===== config.mk =====
export PLATFORM = sky130hd
export DESIGN_NAME = mbcds_top
export DESIGN_NICKNAME = d
export VERILOG_FILES = /design/src/mbcds_pkg.sv /design/src/mbcds_top.sv /design/src/mbcds_divider.sv
export SDC_FILE = /design/constraint.sdc
export NUM_CORES = 1
export LEC_CHECK = 0
export BUFFER_PORTS_ARGS = -buffer_cell sky130_fd_sc_hd__buf_2
export CAP_MARGIN = 25
export CELL_PAD_IN_SITES_DETAIL_PLACEMENT = 2
export CELL_PAD_IN_SITES_GLOBAL_PLACEMENT = 2
export CORE_MARGIN = 2
export CORE_UTILIZATION = 40
export CTS_CLUSTER_DIAMETER = 80
export CTS_CLUSTER_SIZE = 14
export DETAILED_ROUTE_END_ITERATION = 7
export GPL_TIMING_DRIVEN = 0
export PLACE_DENSITY = 0.89
export SYNTH_ARGS = -nofsm -noshare
export SYNTH_HDL_FRONTEND = slang
export SYNTH_SLANG_ARGS = --single-unit

===== constraint.sdc =====
create_clock -name aclk -period 37.4 [get_ports aclk]
set_input_delay 11.22 -clock aclk [delete_from_list [all_inputs] [get_ports aclk]]
set_output_delay 11.22 -clock aclk [all_outputs]
set_load 0.03 [all_outputs]

===== src/mbcds_pkg.sv =====
// shared constants, types and decode functions for the multi bank clock divider select block
package mbcds_pkg;

   // register byte offsets on the AXI4-Lite slave
   localparam logic [7:0]  CTRL_OFFSET   = 8'h00;
   localparam logic [7:0]  STATUS_OFFSET = 8'h04;
   localparam logic [7:0]  FREEZE_OFFSET = 8'h08;

   // control register: every select reads high out of reset, as the pull-ups would
   localparam logic [31:0] CTRL_RESET    = 32'h00007fff;
   localparam int          CTRL_W        = 15;

   // widths of the divider and coincidence counters
   localparam int          RATIO_W       = 5;
   localparam int          SYNC_W        = 5;

   // axi response codes
   localparam logic [1:0]  RESP_OKAY     = 2'h0;
   localparam logic [1:0]  RESP_SLVERR   = 2'h2;

   // control register layout, bit 0 is the output enable
   typedef struct packed {
      logic [2:0] fb_sel;
      logic [1:0] c_sel;
      logic [1:0] b_sel;
      logic [1:0] a_sel;
      logic       invert;
      logic       prediv;
      logic       clk_sel;
      logic       ref_sel;
      logic       pll_sel;
      logic       oe;
   } mbcds_ctrl_type;

   // status register layout, low bits
   typedef struct packed {
      logic [SYNC_W-1:0] sync_count;
      logic              outputs_on;
      logic              ref_level;
      logic              loop_return;
      logic              marker;
   } mbcds_status_type;

   // the fourteen driven outputs
   typedef struct packed {
      logic [3:0] bank_a;
      logic [3:0] bank_b;
      logic [3:0] bank_c;
      logic       feedback;
      logic       marker;
   } mbcds_outputs_type;

   // one-hot register selection
   typedef enum logic [3:0] {
      REG_CTRL   = 4'b0001,
      REG_STATUS = 4'b0010,
      REG_FREEZE = 4'b0100,
      REG_NONE   = 4'b1000
   } mbcds_reg_type;

   function automatic mbcds_reg_type decode_reg(input logic [7:0] addr);
      case (addr)
         CTRL_OFFSET:   decode_reg = REG_CTRL;
         STATUS_OFFSET: decode_reg = REG_STATUS;
         FREEZE_OFFSET: decode_reg = REG_FREEZE;
         default:       decode_reg = REG_NONE;
      endcase
   endfunction

   function automatic logic [RATIO_W-1:0] bank_a_ratio(input logic [1:0] sel);
      case (sel)
         2'h0:    bank_a_ratio = 5'h04;
         2'h1:    bank_a_ratio = 5'h06;
         2'h2:    bank_a_ratio = 5'h08;
         default: bank_a_ratio = 5'h0c;
      endcase
   endfunction

   function automatic logic [RATIO_W-1:0] bank_b_ratio(input logic [1:0] sel);
      case (sel)
         2'h0:    bank_b_ratio = 5'h04;
         2'h1:    bank_b_ratio = 5'h06;
         2'h2:    bank_b_ratio = 5'h08;
         default: bank_b_ratio = 5'h0a;
      endcase
   endfunction

   function automatic logic [RATIO_W-1:0] bank_c_ratio(input logic [1:0] sel);
      case (sel)
         2'h0:    bank_c_ratio = 5'h02;
         2'h1:    bank_c_ratio = 5'h04;
         2'h2:    bank_c_ratio = 5'h06;
         default: bank_c_ratio = 5'h08;
      endcase
   endfunction

   function automatic logic [RATIO_W-1:0] fb_ratio(input logic [2:0] sel);
      case (sel)
         3'h0:    fb_ratio = 5'h04;
         3'h1:    fb_ratio = 5'h06;
         3'h2:    fb_ratio = 5'h08;
         3'h3:    fb_ratio = 5'h0a;
         3'h4:    fb_ratio = 5'h08;
         3'h5:    fb_ratio = 5'h0c;
         3'h6:    fb_ratio = 5'h10;
         default: fb_ratio = 5'h14;
      endcase
   endfunction

endpackage


===== src/mbcds_top.sv =====
// multi bank clock divider select: source selection, bank dividers, coincidence marker and register slave
`timescale 1ns/1ps
module mbcds_top #(
   parameter int ADDR_W = 8
) (
   // clock and reset
   input  wire logic                       aclk,
   input  wire logic                       aresetn,
   // axi4-lite write address and data
   input  wire logic [ADDR_W-1:0]          s_axi_awaddr,
   input  wire logic                       s_axi_awvalid,
   output logic                            s_axi_awready,
   input  wire logic [31:0]                s_axi_wdata,
   input  wire logic [3:0]                 s_axi_wstrb,
   input  wire logic                       s_axi_wvalid,
   output logic                            s_axi_wready,
   // axi4-lite write response
   output logic [1:0]                      s_axi_bresp,
   output logic                            s_axi_bvalid,
   input  wire logic                       s_axi_bready,
   // axi4-lite read
   input  wire logic [ADDR_W-1:0]          s_axi_araddr,
   input  wire logic                       s_axi_arvalid,
   output logic                            s_axi_arready,
   output logic [31:0]                     s_axi_rdata,
   output logic [1:0]                      s_axi_rresp,
   output logic                            s_axi_rvalid,
   input  wire logic                       s_axi_rready,
   // reference and oscillator pins, asynchronous
   input  wire logic                       single_ended_ref_a,
   input  wire logic                       single_ended_ref_b,
   input  wire logic                       diff_ref_pos,
   input  wire logic                       diff_ref_neg,
   input  wire logic                       osc_clock_in,
   input  wire logic                       loop_return_in,
   // freeze serial port pins, asynchronous
   input  wire logic                       freeze_shift_clock,
   input  wire logic                       freeze_config_serial_in,
   // levels handed to the loop's phase detector
   output logic                            loop_ref_level,
   output logic                            loop_return_level,
   // clock outputs and their common enable
   output mbcds_pkg::mbcds_outputs_type    clock_outputs,
   output logic                            clock_outputs_oe
);

   localparam int NSYNC = 8;

   mbcds_pkg::mbcds_ctrl_type   ctrl;
   mbcds_pkg::mbcds_ctrl_type   ctrl_prev;
   mbcds_pkg::mbcds_status_type status;
   logic [NSYNC-1:0]            pin_meta;
   logic [NSYNC-1:0]            pin_sync;
   logic                        ref_level;
   logic                        ref_prev;
   logic                        osc_prev;
   logic                        osc_half;
   logic                        ref_tick;
   logic                        osc_tick;
   logic                        src_tick;
   logic                        div_clear;
   logic                        fclk_prev;
   logic [31:0]                 freeze_shift;
   logic [mbcds_pkg::RATIO_W-1:0] ratio_a;
   logic [mbcds_pkg::RATIO_W-1:0] ratio_b;
   logic [mbcds_pkg::RATIO_W-1:0] ratio_c;
   logic [mbcds_pkg::RATIO_W-1:0] ratio_fb;
   logic [mbcds_pkg::RATIO_W-1:0] count_a;
   logic [mbcds_pkg::RATIO_W-1:0] count_c;
   logic                        div_a;
   logic                        div_b;
   logic                        div_c;
   logic                        div_fb;
   logic [mbcds_pkg::SYNC_W-1:0] sync_count;
   logic [mbcds_pkg::SYNC_W-1:0] next_sync_count;
   logic [mbcds_pkg::SYNC_W-1:0] joint_period;
   logic [mbcds_pkg::SYNC_W-1:0] lead_period;
   logic                        marker;
   logic                        aw_held;
   logic                        w_held;
   logic [7:0]                  aw_addr_q;
   logic [31:0]                 w_data_q;
   logic [3:0]                  w_strb_q;
   mbcds_pkg::mbcds_reg_type    wr_reg;
   mbcds_pkg::mbcds_reg_type    rd_reg;

   initial begin
      if (ADDR_W < 4 || ADDR_W > 32) begin
         $error("mbcds_top: ADDR_W must lie between 4 and 32");
      end
   end

   // smallest common multiple of two bank ratios, the joint period in source ticks
   function automatic logic [mbcds_pkg::SYNC_W-1:0] joint_ratio(
      input logic [mbcds_pkg::RATIO_W-1:0] ra,
      input logic [mbcds_pkg::RATIO_W-1:0] rc
   );
      logic [7:0] mult;
      logic       found;
      joint_ratio = '0;
      found       = 1'b0;
      for (int k = 1; k <= 12; k++) begin
         mult = 8'(ra * k);
         if (!found && (mult % {3'h0, rc}) == 8'h00) begin
            joint_ratio = mult[mbcds_pkg::SYNC_W-1:0];
            found       = 1'b1;
         end
      end
   endfunction

   // merge the written bytes into an old register value
   function automatic logic [31:0] apply_strobe(
      input logic [31:0] old_value,
      input logic [31:0] new_value,
      input logic [3:0]  strb
   );
      apply_strobe = old_value;
      for (int b = 0; b < 4; b++) begin
         if (strb[b]) begin
            apply_strobe[8*b +: 8] = new_value[8*b +: 8];
         end
      end
   endfunction

   // two-stage synchronisers for every pin; only the second stage is read
   always_ff @(posedge aclk) begin
      if (!aresetn) begin
         pin_meta <= '0;
         pin_sync <= '0;
      end else begin
         pin_meta <= {freeze_config_serial_in, freeze_shift_clock, loop_return_in, osc_clock_in,
                      diff_ref_neg, diff_ref_pos, single_ended_ref_b, single_ended_ref_a};
         pin_sync <= pin_meta;
      end
   end

   // reference path choice; the differential level is pos high and neg low
   always_comb begin
      if (ctrl.ref_sel) begin
         ref_level = pin_sync[2] & ~pin_sync[3];
      end else if (ctrl.clk_sel) begin
         ref_level = pin_sync[1];
      end else begin
         ref_level = pin_sync[0];
      end
   end

   // edge detectors and the oscillator pre-divide toggle
   always_ff @(posedge aclk) begin
      if (!aresetn) begin
         ref_prev <= 1'b0;
         osc_prev <= 1'b0;
         osc_half <= 1'b0;
      end else begin
         ref_prev <= ref_level;
         osc_prev <= pin_sync[4];
         if (pin_sync[4] && !osc_prev) begin
            osc_half <= ~osc_half;
         end
      end
   end

   // source tick: oscillator (optionally halved) or the bypassed reference
   assign ref_tick = ref_level & ~ref_prev;
   assign osc_tick = (pin_sync[4] & ~osc_prev) & (ctrl.prediv | osc_half);
   assign src_tick = ctrl.pll_sel ? osc_tick : ref_tick;

   // ratio decode per bank; a ratio change restarts every divider so phases stay aligned
   assign ratio_a  = mbcds_pkg::bank_a_ratio(ctrl.a_sel);
   assign ratio_b  = mbcds_pkg::bank_b_ratio(ctrl.b_sel);
   assign ratio_c  = mbcds_pkg::bank_c_ratio(ctrl.c_sel);
   assign ratio_fb = mbcds_pkg::fb_ratio(ctrl.fb_sel);
   assign div_clear = !ctrl.oe ||
                      ({ctrl.a_sel, ctrl.b_sel, ctrl.c_sel, ctrl.fb_sel} !=
                       {ctrl_prev.a_sel, ctrl_prev.b_sel, ctrl_prev.c_sel, ctrl_prev.fb_sel});

   // independent dividers, all cleared together
   mbcds_divider #(.RATIO_W(mbcds_pkg::RATIO_W)) u_div_a (
      .aclk    (aclk),
      .aresetn (aresetn),
      .clear   (div_clear),
      .tick    (src_tick),
      .ratio   (ratio_a),
      .count   (count_a),
      .clk_out (div_a)
   );
   mbcds_divider #(.RATIO_W(mbcds_pkg::RATIO_W)) u_div_b (
      .aclk    (aclk),
      .aresetn (aresetn),
      .clear   (div_clear),
      .tick    (src_tick),
      .ratio   (ratio_b),
      .count   (),
      .clk_out (div_b)
   );
   mbcds_divider #(.RATIO_W(mbcds_pkg::RATIO_W)) u_div_c (
      .aclk    (aclk),
      .aresetn (aresetn),
      .clear   (div_clear),
      .tick    (src_tick),
      .ratio   (ratio_c),
      .count   (count_c),
      .clk_out (div_c)
   );
   mbcds_divider #(.RATIO_W(mbcds_pkg::RATIO_W)) u_div_fb (
      .aclk    (aclk),
      .aresetn (aresetn),
      .clear   (div_clear),
      .tick    (src_tick),
      .ratio   (ratio_fb),
      .count   (),
      .clk_out (div_fb)
   );

   // joint period of banks a and c, and the lead: one period of the faster bank
   assign joint_period = joint_ratio(ratio_a, ratio_c);
   assign lead_period  = (ratio_a < ratio_c) ? ratio_a : ratio_c;

   // coincidence counter runs in step with the dividers; zero is a joint rising edge
   always_comb begin
      if (sync_count >= joint_period - 1'b1) begin
         next_sync_count = '0;
      end else begin
         next_sync_count = sync_count + 1'b1;
      end
   end

   // marker low in the last lead period, high again at the joint edge itself
   always_ff @(posedge aclk) begin
      if (!aresetn || div_clear) begin
         sync_count <= '1;
         marker     <= 1'b1;
      end else if (src_tick) begin
         sync_count <= next_sync_count;
         marker     <= !((next_sync_count >= joint_period - lead_period)
                         && (next_sync_count != '0));
      end
   end

   // registered outputs; disabled outputs hold low behind a low enable
   always_ff @(posedge aclk) begin
      if (!aresetn || !ctrl.oe) begin
         clock_outputs    <= '0;
         clock_outputs_oe <= 1'b0;
      end else begin
         clock_outputs.bank_a   <= {4{div_a}};
         clock_outputs.bank_b   <= {4{div_b}};
         clock_outputs.bank_c   <= {{2{div_c ^ ctrl.invert}}, {2{div_c}}};
         clock_outputs.feedback <= div_fb;
         clock_outputs.marker   <= marker;
         clock_outputs_oe       <= 1'b1;
      end
   end

   // levels toward the loop: chosen reference and the returned feedback
   always_ff @(posedge aclk) begin
      if (!aresetn) begin
         loop_ref_level    <= 1'b0;
         loop_return_level <= 1'b0;
      end else begin
         loop_ref_level    <= ref_level;
         loop_return_level <= pin_sync[5];
      end
   end

   // freeze port: shift one bit in on each rising freeze clock; the frame format is left to software
   always_ff @(posedge aclk) begin
      if (!aresetn) begin
         fclk_prev    <= 1'b0;
         freeze_shift <= '0;
      end else begin
         fclk_prev <= pin_sync[6];
         if (pin_sync[6] && !fclk_prev) begin
            freeze_shift <= {freeze_shift[30:0], pin_sync[7]};
         end
      end
   end

   // status snapshot
   assign status.sync_count  = sync_count;
   assign status.outputs_on  = clock_outputs_oe;
   assign status.ref_level   = loop_ref_level;
   assign status.loop_return = loop_return_level;
   assign status.marker      = marker;

   // write channels: address and data taken in either order, held until the response
   assign s_axi_awready = !aw_held && !s_axi_bvalid;
   assign s_axi_wready  = !w_held && !s_axi_bvalid;
   assign wr_reg        = mbcds_pkg::decode_reg(aw_addr_q);

   always_ff @(posedge aclk) begin
      if (!aresetn) begin
         aw_held   <= 1'b0;
         w_held    <= 1'b0;
         aw_addr_q <= '0;
         w_data_q  <= '0;
         w_strb_q  <= '0;
      end else begin
         if (s_axi_awvalid && s_axi_awready) begin
            aw_held   <= 1'b1;
            aw_addr_q <= 8'(s_axi_awaddr);
         end
         if (s_axi_wvalid && s_axi_wready) begin
            w_held   <= 1'b1;
            w_data_q <= s_axi_wdata;
            w_strb_q <= s_axi_wstrb;
         end
         if (aw_held && w_held) begin
            aw_held <= 1'b0;
            w_held  <= 1'b0;
         end
      end
   end

   // control register; its reset value mirrors the pull-ups
   always_ff @(posedge aclk) begin
      if (!aresetn) begin
         ctrl      <= mbcds_pkg::CTRL_RESET[mbcds_pkg::CTRL_W-1:0];
         ctrl_prev <= mbcds_pkg::CTRL_RESET[mbcds_pkg::CTRL_W-1:0];
      end else begin
         ctrl_prev <= ctrl;
         if (aw_held && w_held && wr_reg == mbcds_pkg::REG_CTRL) begin
            ctrl <= mbcds_pkg::CTRL_W'(apply_strobe({17'h00000, ctrl}, w_data_q, w_strb_q));
         end
      end
   end

   // write response, error for anything but the control register
   always_ff @(posedge aclk) begin
      if (!aresetn) begin
         s_axi_bvalid <= 1'b0;
         s_axi_bresp  <= mbcds_pkg::RESP_OKAY;
      end else if (aw_held && w_held) begin
         s_axi_bvalid <= 1'b1;
         s_axi_bresp  <= (wr_reg == mbcds_pkg::REG_CTRL) ? mbcds_pkg::RESP_OKAY : mbcds_pkg::RESP_SLVERR;
      end else if (s_axi_bready) begin
         s_axi_bvalid <= 1'b0;
      end
   end

   // read channel: one outstanding read, data registered with the handshake
   assign s_axi_arready = !s_axi_rvalid;
   assign rd_reg        = mbcds_pkg::decode_reg(8'(s_axi_araddr));

   always_ff @(posedge aclk) begin
      if (!aresetn) begin
         s_axi_rvalid <= 1'b0;
         s_axi_rdata  <= '0;
         s_axi_rresp  <= mbcds_pkg::RESP_OKAY;
      end else if (s_axi_arvalid && s_axi_arready) begin
         s_axi_rvalid <= 1'b1;
         s_axi_rresp  <= mbcds_pkg::RESP_OKAY;
         case (rd_reg)
            mbcds_pkg::REG_CTRL:   s_axi_rdata <= {17'h00000, ctrl};
            mbcds_pkg::REG_STATUS: s_axi_rdata <= {23'h000000, status};
            mbcds_pkg::REG_FREEZE: s_axi_rdata <= freeze_shift;
            default: begin
               s_axi_rdata <= '0;
               s_axi_rresp <= mbcds_pkg::RESP_SLVERR;
            end
         endcase
      end else if (s_axi_rready) begin
         s_axi_rvalid <= 1'b0;
      end
   end

endmodule


===== src/mbcds_divider.sv =====
// even-ratio clock divider stepped by source ticks
`timescale 1ns/1ps
module mbcds_divider #(
   parameter int RATIO_W = 5
) (
   // clock and reset
   input  wire logic               aclk,
   input  wire logic               aresetn,
   // control
   input  wire logic               clear,
   input  wire logic               tick,
   input  wire logic [RATIO_W-1:0] ratio,
   // state and divided clock
   output logic      [RATIO_W-1:0] count,
   output logic                    clk_out
);

   logic [RATIO_W-1:0] next_count;

   initial begin
      if (RATIO_W < 2) begin
         $error("mbcds_divider: RATIO_W must be at least 2");
      end
   end

   // wrap at ratio-1; the cleared value counts as the last phase, so the first tick is a rising edge
   always_comb begin
      if (count >= ratio - 1'b1) begin
         next_count = '0;
      end else begin
         next_count = count + 1'b1;
      end
   end

   // high for the first half of each output period
   always_ff @(posedge aclk) begin
      if (!aresetn || clear) begin
         count   <= '1;
         clk_out <= 1'b0;
      end else if (tick) begin
         count   <= next_count;
         clk_out <= (next_count < (ratio >> 1));
      end
   end

endmodule


# Word-level counts from Yosys, hierarchy flattened
# Cells that the tools add are included.
# W data, S select, Z words.
[totals]
ff_bits = 180
[op_classes]
add_sub_neg = 11
reduce_logical = 70
mux = 46
mul = 8
n_bitwise = 11
n_eq_ne = 21
n_div = 12
magnitude_cmp = 11
[ops]
columns = ["op", "count"]
rows = [
  ["$logic_not A8 Y1", 14],
  ["$pmux W32 S3", 1],
  ["$mux W5", 18],
  ["$mod A8 B5 Y8", 8],
  ["$pmux W4 S3", 5],
  ["$ge A5 B5 Y1", 6],
  ["$pmux W5 S6", 1],
  ["$add A5 B1 Y5 const B", 5],
  ["$logic_and A1 B1 Y1", 21],
  ["$logic_not A1 Y1", 20],
  ["$mux W1", 19],
  ["$eq A8 B3 Y1 const B", 2],
  ["$eq A8 B4 Y1 const B", 2],
  ["$mod A7 B5 Y8", 2],
  ["$mul A5 B3 Y8 const B", 2],
  ["$mul A5 B4 Y8 const B", 2],
  ["$lt A5 B3 Y1", 3],
  ["$sub A4 B1 Y5 const B", 3],
  ["$mul A5 B2 Y7 const B", 2],
  ["$sub A5 B1 Y5 const B", 2],
  ["$eq A3 B3 Y1 const B", 3],
  ["$ne A9 B9 Y1", 1],
  ["$eq A4 B1 Y1 const B", 2],
  ["$mod A5 B5 Y8", 1],
  ["25 further kinds", 45],
]

# Longest topological paths before layout
[depth]
word_depth = 44
mapped_depth = 77

# By module
# Synthesis repeated with hierarchy kept, for this count alone.
[unflattened]
hier_cells = 2921
hier_area_um2 = 21954.8
[modules_own_cells]
columns = ["mod", "seq_area_each_um2", "instances", "cells_each", "area_each_um2"]
rows = [
  ["mbcds_top", 3062.9, 1, 2609, 19357.3],
  ["mbcds_divider", 120.1, 4, 78, 649.4],
]

# Worst setup path before layout
# OpenSTA, ideal clock, no wires.
[synth_timing]
path_type = "reg-to-reg"
start = "register ctrl[10] in the netlist's numbering"
end = "register marker"
path_stages_with_launch = 75
t_arrival_ps = 15351
synth_period_minus_slack_ps = 15425
path_slack_ps = 21975
setup_ps = 74
path_cell_list = "dfxtp_1 > clkbuf_1 > inv_1 > ha_1 > buf_6 > buf_6 > buf_4 > buf_4 > buf_2 > nor2_1 > clkbuf_1 > buf_1 > ha_1 > o21a_1 > nor3_1 > o31ai_2 > a21oi_1 > or3b_1 > [39 not listed] > buf_6 > nor4b_1 > o311ai_4 > ha_1 > ha_1 > a21oi_1 > nor2b_1 > o21ai_0 > nand2b_1 > clkbuf_1 > nor2_1 > ha_1 > o21a_1 > o21ai_0 > nand2b_1 > a21oi_1 > nor3_1 > o21ai_0"
[synth_between]
elab_chain_len = 44
[synth_lines]
columns = ["element", "line_no", "rtl"]
rows = [
  ["from (decl)", "mbcds_top.sv:49", "mbcds_pkg::mbcds_ctrl_type ctrl;"],
  ["from (signal assigned)", "mbcds_top.sv:318", "ctrl <= mbcds_pkg::CTRL_RESET[mbcds_pkg::CTRL_W-1:0];"],
  ["from (signal assigned)", "mbcds_top.sv:323", "ctrl <= mbcds_pkg::CTRL_W'(apply_strobe({17'h00000, ctrl}, w_data_q, w_strb_q));"],
  ["$eq A2 B2 Y1 (tied with other cells)", "mbcds_pkg.sv:89", "case (sel)"],
  ["$pmux W4 S3 (*)", "mbcds_pkg.sv:89", ""],
  ["parallel branches: the longest is 35 deep, another holds $mod A8 B5 Y8", "n/a", ""],
  ["$mux W5 (*)", "mbcds_top.sv:104", "if (!found && (mult % {3'h0, rc}) == 8'h00) begin"],
  ["$sub A5 B1 Y5 (*)", "mbcds_top.sv:221", "if (sync_count >= joint_period - 1'b1) begin"],
  ["$ge A5 B5 Y1 (*)", "mbcds_top.sv:221", ""],
  ["$mux W5 (*)", "mbcds_top.sv:221", ""],
  ["named net next_sync_count, one bit", "mbcds_top.sv:75", "logic [mbcds_pkg::SYNC_W-1:0] next_sync_count;"],
  ["$ge A5 B5 Y1 / $reduce_bool A5 Y1 (equally long branches)", "mbcds_top.sv:235, mbcds_top.sv:236", ""],
  ["$logic_and A1 B1 Y1 (*)", "mbcds_top.sv:236", "&& (next_sync_count != '0));"],
  ["$logic_not A1 Y1 (*)", "mbcds_top.sv:235", "marker <= !((next_sync_count >= joint_period - lead_period)"],
  ["to (signal assigned)", "mbcds_top.sv:235", ""],
  ["to (decl)", "mbcds_top.sv:78", "logic marker;"],
]
# Mark *: on every way through the listed nets, which the timed path passes.
# A chain may end at the register's enable or synchronous reset.

# Worst setup path after layout
# Ends and elaborated chain as after synthesis.

==> run_results.csv <==
group,metric,value,unit
clock_tree,clockBufferDepth,2,
global_route,grt_pass1_wl,160800,um
detailed_routing,drtPass1Iterations,6,
synth,yosysWarnings,0,
clock_tree,path_clk_slew,0.08,ns
worst_setup_path,slowest_delay,0.68,ns
floorplanning,start_util,0.4040,
worst_setup_path,required,37.79,ns
synth,synth_top_area_frac,0.1669,
sta,hold_viol_final,0,
sta,slew_viol_final,0,
clock_tree,clock_sinks,177,
power_and_ir_drop,pwr-share-comb,0.343,
finish,synthToLayoutAreaGrowth,10.13,%
floorplanning,die_h,234.4,um
worst_setup_path,cp_max_fo,35,
worst_setup_path,critPathCaptureType,"register",
worst_setup_path,setup.worst_path.class,"register to register",
detailed_routing,wl,106100,um
clock_tree,post_cts_resized,0,
floorplanning,die_w,234.4,um
finish,n_fill_cell,6042,
placed_design,dp_hpwl,76570,um
hold_path,hold_path_class,"register to register",
worst_setup_path,crit_top_cell,"ha_1",
clock_tree,htreeDepth,4,
floorplanning,rows,84,
sta,fmax,48.04,MHz
detailed_routing,post_drt_wl_per_cell,29.05,um
power_and_ir_drop,p_int,357.4,uW
clock_tree,cts_tree,"yes",
worst_setup_path,regToRegEndpoint,"marker",
synth,avgSynthCellArea,7.556,um^2
synth,synth_edf_count,0,
finish,final_common_cell,"nand2_1",
worst_setup_path,worstPathArrival,21.20,ns
global_route,grt_max_degree,41,
sta,setup_slack,16.58,ns
detailed_routing,antenna_left,0,
sta,fin_skew,0.01160,ns
synth,synth-main-ff-cell,"dfxtp_1",
sta,fin_crit_sh,0.5566,
sta,worst_slew_pin_slew,1.122,ns
global_route,overflow,0,
finish,post_route_cells_drive_above_1_share,0.1043,
synth,synth_cells,2810,
global_route,antenna_found_initial,1,
sta,max_slew_margin,0.2518,
synth,synth.distinct_cells,130,
sta,grt_setup_unrepaired,"false",
finish,finalNetCount,3229,
power_and_ir_drop,power_density,25.38,nW/um^2
placed_design,io_buffers,103,
clock_tree,cts_setup_buffers,0,
finish,seqCellArea,3543,um^2
worst_setup_path,reg2reg_slack,16.58,ns
synth,async_flop_share,0,
clock_tree,root_buffer,"clkbuf_16",
finish,layout_common_cells,"nand2_1 (328), ha_1 (210), nor2_1 (200)",
hold_path,holdPathStages,1,
sta,tns,0,ns
sta,fin_crit,20.82,ns
detailed_routing,vias,23930,
detailed_routing,remaining_drc_errors,0,
sta,setup_violations,0,
power_and_ir_drop,switching_share,0.3977,
placed_design,pre_cts_ws,17.73,ns
power_and_ir_drop,p_leak,9.632,nW
power_and_ir_drop,p_sw,236.0,uW
clock_tree,insertion_delay,0.47,ns
synth,synth_largest_area_cell,"dfxtp_1",
floorplanning,core-area,52550,um^2
power_and_ir_drop,p_clk_frac,0.318,
outcome,status,"complete, no violations",
global_route,groute.usage.overall,0.3811,
power_and_ir_drop,sequentialPowerShare,0.338,
synth,yosys-top-cells-area,"dfxtp_1 (17%), ha_1 (12%), nand2_1 (5.8%), mux2i_1 (4.4%), o21ai_0 (3.9%)",
worst_setup_path,r2r-start,"ctrl[10]",
worst_setup_path,crit_slowest_cell,"buf_2",
synth,ys_seq_area_frac,0.1669,
worst_setup_path,ff2ff_path_depth,75,
hold_path,min_from,"pin_meta[6]",
finish,multi_input_area,16710,um^2
worst_setup_path,startpoint,"ctrl[10]",
hold_path,min_to,"pin_sync[6]",
clock_tree,numCtsBuffers,17,
synth,netlist_area,21230,um^2
power_and_ir_drop,total_power,593.4,uW
detailed_routing,first_iter_violations,1408,
worst_setup_path,cp-start-kind,"register",
clock_tree,holdBufCountCts,0,
floorplanning,num_io_pins,125,
synth,ys_ff_latch,177,
floorplanning,die_area,54940,um^2
power_and_ir_drop,ir_worst_vdd,0.03805,mV
detailed_routing,via_per_inst,6.553,
global_route,grt_pass1_vias,26410,
placed_design,place_congestion,0.9186,
job,maxCapViolations,0,
area by class of cell:
| cell class | instances | share of cell area |
|---|---|---|
| flip-flops and latches | 177 | 0.1515 |
| clock buffers | 17 | 0.01819 |
| multi-input cells | 2406 | 0.7147 |
| clock inverters | 15 | 0.006956 |
| well taps | 688 | 0.03682 |
| repair buffers | 111 | 0.02772 |
| inverters | 100 | 0.01605 |
| plain buffers | 137 | 0.02788 |
| diodes | 1 | 0.0001070 |
sequential cells by signal, summed over array words and instances (netlist names), 2 cells and up:
name            count
freeze_shift       32
s_axi_rdata        32
ctrl               15
w_data_q           15
ctrl_prev           9
aw_addr_q           8
pin_meta            8
pin_sync            8
clock_outputs       6
sync_count          5
u_div_a.count       5
u_div_b.count       5
u_div_c.count       5
u_div_fb.count      5
w_strb_q            2
cell families (layout without fill, tap and decap cells):
| group | count (synthesis) | count (layout) | share of synthesized area |
|---|---|---|---|
| xor gates and xnor gates | 104 | 104 | 0.04290 |
| and+or+nand+nor | 1051 | 1051 | 0.2504 |
| adders and majority gates | 214 | 214 | 0.1266 |
| AOI/OAI and AO/OA | 891 | 891 | 0.2990 |
| DFF | 177 | 177 | 0.1669 |
| buffers and inverters | 237 | 380 | 0.04797 |
| muxes | 134 | 134 | 0.06588 |
| other | 2 | 13 | 0.0003537 |
metrics by stage:
step                      hold WS (ns)  utilization  instances  cell area [um^2]
final                           0.4594       0.4450       3652             23380
after global routing            0.4700       0.4449       3651             23380
after CTS                       0.4580       0.4444       3649             23350
after detailed placement        0.4283       0.4332       3617             22760
after global placement          0.4163       0.4309       3611             22650
after floorplan                 0.4119            -       2820             21270
power by group through the flow:
stage | combinational [mW] | clock (mW) | sequential, mW
finish | 0.204 | 0.189 | 0.201
global route | 0.218 | 0.196 | 0.201
CTS | 0.198 | 0.190 | 0.200
detailed placement | 0.189 | 0 | 0.204
global placement | 0.171 | 0 | 0.203
floorplan | 0.133 | 0 | 0.203
metal layers:
layer,global-route usage,part of all wire
met1,0.4317,0.40
met2,0.6787,0.50
met3,0.04669,0.045
met4,0.2372,0.062
met5,0,0
critical path, delay by kind of cell, from the launching register on:
| family | cells | cell delay (ns) |
|---|---|---|
| compound gates | 24 | 5.63 |
| xor+xnor | 1 | 0.26 |
| fa+ha+maj | 10 | 3.42 |
| buf+inv | 16 | 4.93 |
| flops | 1 | 0.49 |
| mux | 3 | 0.76 |
| simple gates | 21 | 5.15 |
worst max-delay path by stage:
stage	end	cells after the start
floorplan	marker	74
finish	marker	75
detailed placement	marker	75
CTS	marker	75
global placement	marker	74
global route	marker	75
synthesized netlist by cell type (68+ instances only):
library cell,number
mux2i_1,94
clkbuf_1,88
nor3_1,84
inv_1,93
and2_1,68
a21boi_0,68
nor2b_1,81
a21oi_1,165
nand2_1,328
ha_1,210
nor2_1,200
xnor2_1,69
dfxtp_1,177
o21ai_0,167
No activity file was read; power rests on OpenSTA's default activity.
